**src/rtl/aspm_pkg.sv**
```systemverilog
// constants, states and carriers for the link power control block
package aspm_pkg;
   // link power states
   typedef enum logic [2:0] {
      ST_L0       = 3'h0,
      ST_L0S      = 3'h1,
      ST_L0S_EXIT = 3'h2,
      ST_L1_ENTRY = 3'h3,
      ST_L1       = 3'h4,
      ST_L1_WAKE  = 3'h5,
      ST_RECOVERY = 3'h6
   } aspm_state_t;

   // phy power-down encodings
   localparam logic [1:0] PHY_P0  = 2'h0;
   localparam logic [1:0] PHY_P0S = 2'h1;
   localparam logic [1:0] PHY_P1  = 2'h2;

   // timing
   localparam int CLK_NS       = 25;
   localparam int IDLE_NS      = 1000;
   localparam int IDLE_CYC     = (IDLE_NS + CLK_NS - 1) / CLK_NS;
   localparam int IDLE_W       = 6;
   localparam int FTS_NS       = 16;
   localparam int LAT_BASE_NS  = 64;

   // latency field and fts count widths
   localparam int LAT_W = 3;
   localparam int NFTS_W = 8;
   localparam logic [LAT_W-1:0] LAT_MAX = 3'h7;
   localparam logic [LAT_W-1:0] LAT_RST = 3'h0;

   // error sources
   localparam int ERR_W = 10;
   localparam int E_RX_PORT   = 0;
   localparam int E_BAD_TLP   = 1;
   localparam int E_BAD_DLLP  = 2;
   localparam int E_REPLAY_TO = 3;
   localparam int E_REPLAY_RO = 4;
   localparam int E_DLL_PROTO = 5;
   localparam int E_TRAINING  = 6;
   localparam int E_POISONED  = 7;
   localparam int E_ECRC      = 8;
   localparam int E_UNSUP     = 9;
   // sources handled by hardware
   localparam logic [ERR_W-1:0] ERR_COR_MASK = 10'h01f;
   // default uncorrectable severity, 1 = fatal
   localparam logic [ERR_W-1:0] ERR_SEV_RST  = 10'h060;

   // software power configuration
   typedef struct packed {
      logic l0s_en;
      logic l1_en;
      logic common_clk;
   } aspm_cfg_t;

   // latencies presented in configuration space
   typedef struct packed {
      logic [LAT_W-1:0] l0s_exit;
      logic [LAT_W-1:0] l1_exit;
      logic [LAT_W-1:0] l0s_accept;
      logic [LAT_W-1:0] l1_accept;
   } aspm_lat_t;

   // per-class error reporting
   typedef struct packed {
      logic cor;
      logic nonfatal;
      logic fatal;
   } aspm_err_t;
endpackage

```
**src/rtl/aspm_err_class.sv**
```systemverilog
// error classification and sticky basic/advanced error status
module aspm_err_class (
   // clock and reset
   input  wire logic                         sys_clk_in,
   input  wire logic                         rst_in,
   // detected errors and software controls
   input  wire logic [aspm_pkg::ERR_W-1:0]   err_in,
   input  wire logic [aspm_pkg::ERR_W-1:0]   sev_wr_in,
   input  wire logic                         sev_wr_en_in,
   input  wire logic [aspm_pkg::ERR_W-1:0]   status_clr_in,
   input  wire logic                         class_clr_in,
   // reporting
   output aspm_pkg::aspm_err_t               msg_out,
   output aspm_pkg::aspm_err_t               detected_out,
   output logic      [aspm_pkg::ERR_W-1:0]   status_out
);
   logic [aspm_pkg::ERR_W-1:0] sev_reg, sev_next, stat_reg, stat_next;
   aspm_pkg::aspm_err_t        msg_reg, msg_next, det_reg, det_next;
   logic [aspm_pkg::ERR_W-1:0] unc;

   always_comb begin
      unc       = err_in & ~aspm_pkg::ERR_COR_MASK;
      sev_next  = sev_wr_en_in ? sev_wr_in : sev_reg;
      // new errors win over a clear in the same cycle
      stat_next = (stat_reg & ~status_clr_in) | err_in;
      msg_next.cor      = |(err_in & aspm_pkg::ERR_COR_MASK);
      msg_next.nonfatal = |(unc & ~sev_reg);
      msg_next.fatal    = |(unc & sev_reg);
      det_next = class_clr_in ? msg_next : (det_reg | msg_next);
   end

   always_ff @(posedge sys_clk_in or posedge rst_in) begin
      if (rst_in) begin
         sev_reg  <= aspm_pkg::ERR_SEV_RST;
         stat_reg <= '0;
         msg_reg  <= '0;
         det_reg  <= '0;
      end else begin
         sev_reg  <= sev_next;
         stat_reg <= stat_next;
         msg_reg  <= msg_next;
         det_reg  <= det_next;
      end
   end

   assign msg_out      = msg_reg;
   assign detected_out = det_reg;
   assign status_out   = stat_reg;
endmodule

```
**src/rtl/aspm_link_pm.sv**
```systemverilog
// active state link power control with latency reporting and error classes
// Behaviour
// - after software enables it, hardware enters and leaves low power on its own
// - in L0s only the transmitter idles; the receive path stays active
// - L1 is entered jointly; no receive until Recovery, no send until back in L0
// - L0s exit latency is computed from fast training count and held
// - two L0s and two L1 latencies; report the one matching common clock
// - report whether the slot reference clock is used
// - in L1 command the phy into P1
// - leaving L1, wait transmit pll lock, go to Recovery, then L0
// - own L1 exit latency is held and reported; software combines ends
// - L0s and L1 acceptable latencies are held and reported
// - keep both basic and advanced error status
// - each error is reported as correctable, non-fatal or fatal
module aspm_link_pm (
   // clock and reset
   input  wire logic                         sys_clk_in,
   input  wire logic                         rst_in,
   // software configuration
   input  aspm_pkg::aspm_cfg_t               cfg_in,
   input  wire logic                         slot_clk_in,
   input  wire logic                         retrain_in,
   input  wire logic [aspm_pkg::NFTS_W-1:0]  nfts_common_in,
   input  wire logic [aspm_pkg::NFTS_W-1:0]  nfts_sep_in,
   input  wire logic [aspm_pkg::LAT_W-1:0]   l1_lat_common_in,
   input  wire logic [aspm_pkg::LAT_W-1:0]   l1_lat_sep_in,
   input  wire logic [aspm_pkg::LAT_W-1:0]   l0s_accept_in,
   input  wire logic [aspm_pkg::LAT_W-1:0]   l1_accept_in,
   // link events
   input  wire logic                         tx_pending_in,
   input  wire logic                         l1_req_in,
   input  wire logic                         l1_ack_in,
   input  wire logic                         l1_nak_in,
   input  wire logic                         partner_exit_in,
   input  wire logic [aspm_pkg::NFTS_W-1:0]  partner_nfts_in,
   input  wire logic                         tx_pll_lock_in,
   input  wire logic                         recovery_done_in,
   // error inputs
   input  wire logic [aspm_pkg::ERR_W-1:0]   err_in,
   input  wire logic [aspm_pkg::ERR_W-1:0]   err_sev_in,
   input  wire logic                         err_sev_wr_in,
   input  wire logic [aspm_pkg::ERR_W-1:0]   err_status_clr_in,
   input  wire logic                         err_class_clr_in,
   // link and phy control
   output aspm_pkg::aspm_state_t             state_out,
   output logic                              tx_elec_idle_out,
   output logic                              rx_enable_out,
   output logic                              tx_allow_out,
   output logic                              fts_send_out,
   output logic      [1:0]                   phy_pd_out,
   // configuration space view
   output aspm_pkg::aspm_lat_t               lat_out,
   output logic                              slot_clk_out,
   // error reporting
   output aspm_pkg::aspm_err_t               err_msg_out,
   output aspm_pkg::aspm_err_t               err_detected_out,
   output logic      [aspm_pkg::ERR_W-1:0]   err_status_out
);
   // fts count to latency code: smallest n with nfts*FTS_NS < LAT_BASE_NS*2^n
   function automatic logic [aspm_pkg::LAT_W-1:0] fts_lat(input logic [aspm_pkg::NFTS_W-1:0] n);
      logic [aspm_pkg::LAT_W-1:0] code;
      int ns;
      code = aspm_pkg::LAT_MAX;
      ns   = int'(n) * aspm_pkg::FTS_NS;
      for (int i = int'(aspm_pkg::LAT_MAX) - 1; i >= 0; i--) begin
         if (ns < (aspm_pkg::LAT_BASE_NS << i)) begin
            code = aspm_pkg::LAT_W'(i);
         end
      end
      return code;
   endfunction

   aspm_pkg::aspm_state_t          st_reg, st_next;
   logic [aspm_pkg::IDLE_W-1:0]    idle_reg, idle_next;
   logic [aspm_pkg::NFTS_W-1:0]    fts_reg, fts_next;
   aspm_pkg::aspm_lat_t            lat_reg, lat_next;
   logic                           load_reg, load_next;
   logic                           txi_reg, txi_next, rxe_reg, rxe_next;
   logic                           txa_reg, txa_next, ftss_reg, ftss_next;
   logic [1:0]                     pd_reg, pd_next;
   logic                           slot_reg;
   logic                           idle_done;

   assign idle_done = (idle_reg == aspm_pkg::IDLE_W'(aspm_pkg::IDLE_CYC));

   // state sequencing runs alone once enables are set
   always_comb begin
      st_next   = st_reg;
      fts_next  = fts_reg;
      idle_next = idle_reg;
      // count idle transmit cycles in L0
      if (st_reg != aspm_pkg::ST_L0 || tx_pending_in) begin
         idle_next = '0;
      end else if (!idle_done) begin
         idle_next = idle_reg + 1'b1;
      end
      unique case (st_reg)
         aspm_pkg::ST_L0: begin
            if (retrain_in) begin
               st_next = aspm_pkg::ST_RECOVERY;
            end else if (cfg_in.l1_en && l1_req_in && !tx_pending_in) begin
               st_next = aspm_pkg::ST_L1_ENTRY;
            end else if (cfg_in.l0s_en && idle_done && !tx_pending_in) begin
               st_next = aspm_pkg::ST_L0S;
            end
         end
         aspm_pkg::ST_L0S: begin
            if (tx_pending_in) begin
               st_next  = aspm_pkg::ST_L0S_EXIT;
               fts_next = partner_nfts_in;
            end
         end
         aspm_pkg::ST_L0S_EXIT: begin
            if (fts_reg <= 1) begin
               st_next = aspm_pkg::ST_L0;
            end else begin
               fts_next = fts_reg - 1'b1;
            end
         end
         aspm_pkg::ST_L1_ENTRY: begin
            if (l1_ack_in) begin
               st_next = aspm_pkg::ST_L1;
            end else if (l1_nak_in) begin
               st_next = aspm_pkg::ST_L0;
            end
         end
         aspm_pkg::ST_L1: begin
            if (tx_pending_in || partner_exit_in) begin
               st_next = aspm_pkg::ST_L1_WAKE;
            end
         end
         aspm_pkg::ST_L1_WAKE: begin
            if (tx_pll_lock_in) begin
               st_next = aspm_pkg::ST_RECOVERY;
            end
         end
         aspm_pkg::ST_RECOVERY: begin
            if (recovery_done_in) begin
               st_next = aspm_pkg::ST_L0;
            end
         end
         default: st_next = aspm_pkg::ST_L0;
      endcase
   end

   // link and phy controls follow the next state
   always_comb begin
      txi_next  = 1'b0;
      rxe_next  = 1'b1;
      txa_next  = 1'b0;
      ftss_next = (st_next == aspm_pkg::ST_L0S_EXIT);
      pd_next   = aspm_pkg::PHY_P0;
      unique case (st_next)
         aspm_pkg::ST_L0:  txa_next = 1'b1;
         aspm_pkg::ST_L0S: begin
            txi_next = 1'b1;
            pd_next  = aspm_pkg::PHY_P0S;
         end
         aspm_pkg::ST_L1: begin
            txi_next = 1'b1;
            rxe_next = 1'b0;
            pd_next  = aspm_pkg::PHY_P1;
         end
         aspm_pkg::ST_L1_WAKE: begin
            txi_next = 1'b1;
            rxe_next = 1'b0;
         end
         default: txa_next = 1'b0;
      endcase
   end

   // latencies load after reset and on each recovery completion
   always_comb begin
      lat_next  = lat_reg;
      load_next = load_reg;
      if (st_reg == aspm_pkg::ST_RECOVERY && recovery_done_in) begin
         load_next = 1'b1;
      end
      if (load_reg) begin
         load_next = 1'b0;
         lat_next.l0s_exit = cfg_in.common_clk ? fts_lat(nfts_common_in)
                                               : fts_lat(nfts_sep_in);
         lat_next.l1_exit  = cfg_in.common_clk ? l1_lat_common_in
                                               : l1_lat_sep_in;
         lat_next.l0s_accept = l0s_accept_in;
         lat_next.l1_accept  = l1_accept_in;
      end
   end

   always_ff @(posedge sys_clk_in or posedge rst_in) begin
      if (rst_in) begin
         st_reg   <= aspm_pkg::ST_L0;
         idle_reg <= '0;
         fts_reg  <= '0;
         lat_reg  <= '{aspm_pkg::LAT_RST, aspm_pkg::LAT_RST,
                       aspm_pkg::LAT_RST, aspm_pkg::LAT_RST};
         load_reg <= 1'b1;
         txi_reg  <= 1'b0;
         rxe_reg  <= 1'b1;
         txa_reg  <= 1'b1;
         ftss_reg <= 1'b0;
         pd_reg   <= aspm_pkg::PHY_P0;
         slot_reg <= 1'b0;
      end else begin
         st_reg   <= st_next;
         idle_reg <= idle_next;
         fts_reg  <= fts_next;
         lat_reg  <= lat_next;
         load_reg <= load_next;
         txi_reg  <= txi_next;
         rxe_reg  <= rxe_next;
         txa_reg  <= txa_next;
         ftss_reg <= ftss_next;
         pd_reg   <= pd_next;
         slot_reg <= slot_clk_in;
      end
   end

   aspm_err_class u_err (
      .sys_clk_in    (sys_clk_in),
      .rst_in        (rst_in),
      .err_in        (err_in),
      .sev_wr_in     (err_sev_in),
      .sev_wr_en_in  (err_sev_wr_in),
      .status_clr_in (err_status_clr_in),
      .class_clr_in  (err_class_clr_in),
      .msg_out       (err_msg_out),
      .detected_out  (err_detected_out),
      .status_out    (err_status_out)
   );

   assign state_out        = st_reg;
   assign tx_elec_idle_out = txi_reg;
   assign rx_enable_out    = rxe_reg;
   assign tx_allow_out     = txa_reg;
   assign fts_send_out     = ftss_reg;
   assign phy_pd_out       = pd_reg;
   assign lat_out          = lat_reg;
   assign slot_clk_out     = slot_reg;
endmodule

```
**config.mk**
```make
export PLATFORM = sky130hd
export DESIGN_NAME = aspm_link_pm
export DESIGN_NICKNAME = d
export VERILOG_FILES = /design/src/rtl/aspm_pkg.sv /design/src/rtl/aspm_err_class.sv /design/src/rtl/aspm_link_pm.sv
export SDC_FILE = /design/constraint.sdc
export NUM_CORES = 1
export LEC_CHECK = 0
export ABC_CLOCK_PERIOD_IN_PS = 1900
export BUFFER_PORTS_ARGS = -buffer_cell sky130_fd_sc_hd__buf_4
export CAP_MARGIN = 20
export CORE_MARGIN = 3
export CORE_UTILIZATION = 35
export DETAILED_ROUTE_END_ITERATION = 7
export SLEW_MARGIN = 20
export SYNTH_ARGS = -nofsm -noshare
export SYNTH_HDL_FRONTEND = slang
export SYNTH_SLANG_ARGS = --single-unit
```
**constraint.sdc**
```tcl
create_clock -name sys_clk_in -period 1.9 [get_ports sys_clk_in]
set_input_delay 0.095 -clock sys_clk_in [delete_from_list [all_inputs] [get_ports sys_clk_in]]
set_output_delay 0.095 -clock sys_clk_in [all_outputs]
set_load 0.1 [all_outputs]
```
==> impl_metrics.tcl <==
set metrics [dict create \
    max_freq_mhz 581.7 \
    diodes 0 \
    wl_met1_um 2925 \
    drive_gt1_frac 0.3913 \
    overflow 0 \
    outcome "completed" \
    dr_wl_met3_um 510 \
    skew_ns 0.003118 \
    finalCritPeriodShare 0.9049 \
    worstMarginPinSlew_ns 0.3771 \
    multi_input_area_mm2 0.001081 \
    drc 0 \
    num_vias 2458 \
    ant_nets 0 \
    grt_pass1_wl_um 10920 \
    ys_top_cells_by_area "dfrtp_1 49%, dfstp_2 4.9%, mux2_2 4.2%" \
    whs_ns 0.03416 \
    gp_congestion 0.7579 \
    synthArstFlopShare 1.000 \
    drt_wl_total_um 6728 \
    p_per_area_mw_per_mm2 1534 \
    synth_top_area_cell "dfrtp_1" \
    start_kind "flip-flop" \
    power.leakage_uw 0.001968 \
    cp.required_ns 2.11 \
    avgViaCountPerCell 4.791 \
    wl_per_cell_um 13.12 \
    dpl_cell_area_mm2 0.003655 \
    wl_met2_um 3190 \
    cts_resized 0 \
    cap_violations 0 \
    cts-root-buf "clkbuf_8" \
    syn_area_per_cell_um2 10.30 \
    largest_reg_flops 12 \
    synth_edf_count 0 \
    syn_to_final_growth_pct 53.96 \
    arrival_ns 1.93 \
    synth_top_area_frac 0.4914 \
    worst_r2r_startpoint "fts_reg[0]" \
    dieArea_mm2 0.008800 \
    clkSinkCount 58 \
    io_pins 120 \
    regArea_mm2 0.001461 \
    r2r_setup_slack_ns 0.18 \
    hold_viol 0 \
    seq_area_frac_synth 0.5401 \
    first_iter_violations 91 \
    critPathLaunch "fts_reg[0]" \
    drt-pass1-iter-count 6 \
    start_util 0.3662 \
    cts_tree "done" \
    numCtsBuffers 9 \
    hold_path.startpoint "err_status_clr_in[5]" \
    dp.final_hpwl_um 4886 \
    die_y_um 93.81 \
    crit_path_end_kind "flip-flop" \
    syn_inst 262 \
    timing_worst_setup_path_type "reg -> reg" \
    layout.cells.non_filler 513 \
    clk_latency_ns 0.33 \
    fp.dieW_um 93.81 \
    synth_nets 348 \
    grt_pass1_vias 2375 \
    final_nets 495 \
    synth_ff_type "dfrtp_1" \
    fillers 679 \
    cts_buffer_depth 2 \
    dr.max_layer_used "met4" \
    rsz0062_at_grt "false" \
    htree_levels 3 \
    drv_slew 0 \
    yosysUniqueCellTypes 53 \
    core_region_area_mm2 0.007370 \
    grt_max_degree 59 \
    peakVddDrop_uv 733.5 \
    final_period_minus_worst_setup_slack_ns 1.719 \
    postLayoutCellArea_mm2 0.004155 \
    antenna_found_initial 0 \
    synth_area_mm2 0.002699 \
    path_clk_slew_ns 0.07 \
    tns_ns 0 \
    rows 31 \
    grt_use_total 0.1571 \
    ys_warn_count 0 \
    crit_fanout 7 \
    dpl.cell_count 466 \
    relSlewSlack 0.7486 \
    synth-seq-cells 58 \
    fin_util 0.5638 \
    min_path_type "in -> reg" \
    setup_viol 0 \
    port_buffers 110 \
]
==> kinds of logic after synthesis <==
logic type | count (synthesis) | synth area share
muxes | 14 | 0.05656
adders and majority gates | 4 | 0.01855
buffers and inverters | 40 | 0.05934
xor gates and xnor gates | 4 | 0.01298
DFF | 58 | 0.5401
and+or+nand+nor | 70 | 0.1349
AOI/OAI and AO/OA | 72 | 0.1776
==> final cells by class <==
type	count	area share
well taps	99	0.02981
repair buffers	146	0.2843
multi-input cells	164	0.2602
flip-flops and latches	58	0.3517
inverters	30	0.02710
clock buffers	11	0.03403
clock inverters	5	0.01295
==> power breakdown <==
part	internal [uW]	switching [uW]
Sequential	1600	277
Clock	637	473
Combinational	958	2430
Total	3190	3180
==> routing by layer <==
| metal | vias up | track usage |
|---|---|---|
| li1 | 1203 | - |
| met1 | 1168 | 0.1984 |
| met2 | 79 | 0.2572 |
| met3 | 8 | 0.03526 |
| met4 | 0 | 0.06859 |
| met5 | - | 0 |
==> through the flow <==
step / worst slack (ns) / power [uW]
6_report: 0.1808 / 6374
5_1_grt: 0.006724 / 6745
4_1_cts: 0.1380 / 6411
3_5_place_dp: 0.1372 / 5221
3_3_place_gp: 0.2174 / 5179
2_1_floorplan: 0.008643 / 4447
==> synth_stat cells, types with 5 or more instances <==
| library cell | count |
|---|---|
| nand2_1 | 13 |
| clkbuf_1 | 7 |
| a21o_1 | 11 |
| nand3_1 | 6 |
| a21oi_1 | 19 |
| inv_1 | 29 |
| mux2_2 | 10 |
| nor2_1 | 23 |
| nor3_1 | 8 |
| dfrtp_1 | 53 |
| dfstp_2 | 5 |
| o21ai_0 | 19 |
==> cells in the final DEF, fill, tap and decap left out, types with 2 or more instances in the layout <==
cell type	n
a21o_1	11
a21oi_1	19
a222oi_1	2
a22oi_1	3
buf_4	116
clkbuf_8	10
clkinv_2	3
dfrtp_1	50
dfrtp_2	3
dfstp_2	5
dlygate4sd3_1	29
ha_1	4
inv_1	28
inv_2	2
mux2_2	10
mux2i_1	4
nand2_1	13
nand3_1	6
nor2_1	23
nor2b_1	4
nor3_1	8
nor3b_1	2
o21ai_0	19
o32ai_1	2
or4_1	2
xnor2_1	2
xor2_1	2
==> final timing paths <==
check	cells after the start	to
max in group asynchronous	4	load_reg
max reg2reg	8	fts_reg[3]
min	3	u_err.status_out[5]
min reg2reg	1	u_err.status_out[8]
min in group asynchronous	4	u_err.detected_out[0]
max	8	fts_reg[3]
==> worst max-delay path: stages (launching register included) <==
cell and delay [ns]:
dfrtp_1 0.37, inv_1 0.09, ha_1 0.21, nor2_1 0.15, o31ai_2 0.09, a21o_2 0.27
buf_4 0.17, o21ai_0 0.15, o21ai_0 0.10
==> what timing repair did <==
item	4_1_cts	5_1_grt
hold buffers	29	0
endpoints found under the hold margin	77	0
endpoints found under the setup margin	0	1
buffers inserted	0	2
No activity file was read; power rests on OpenSTA's default activity.
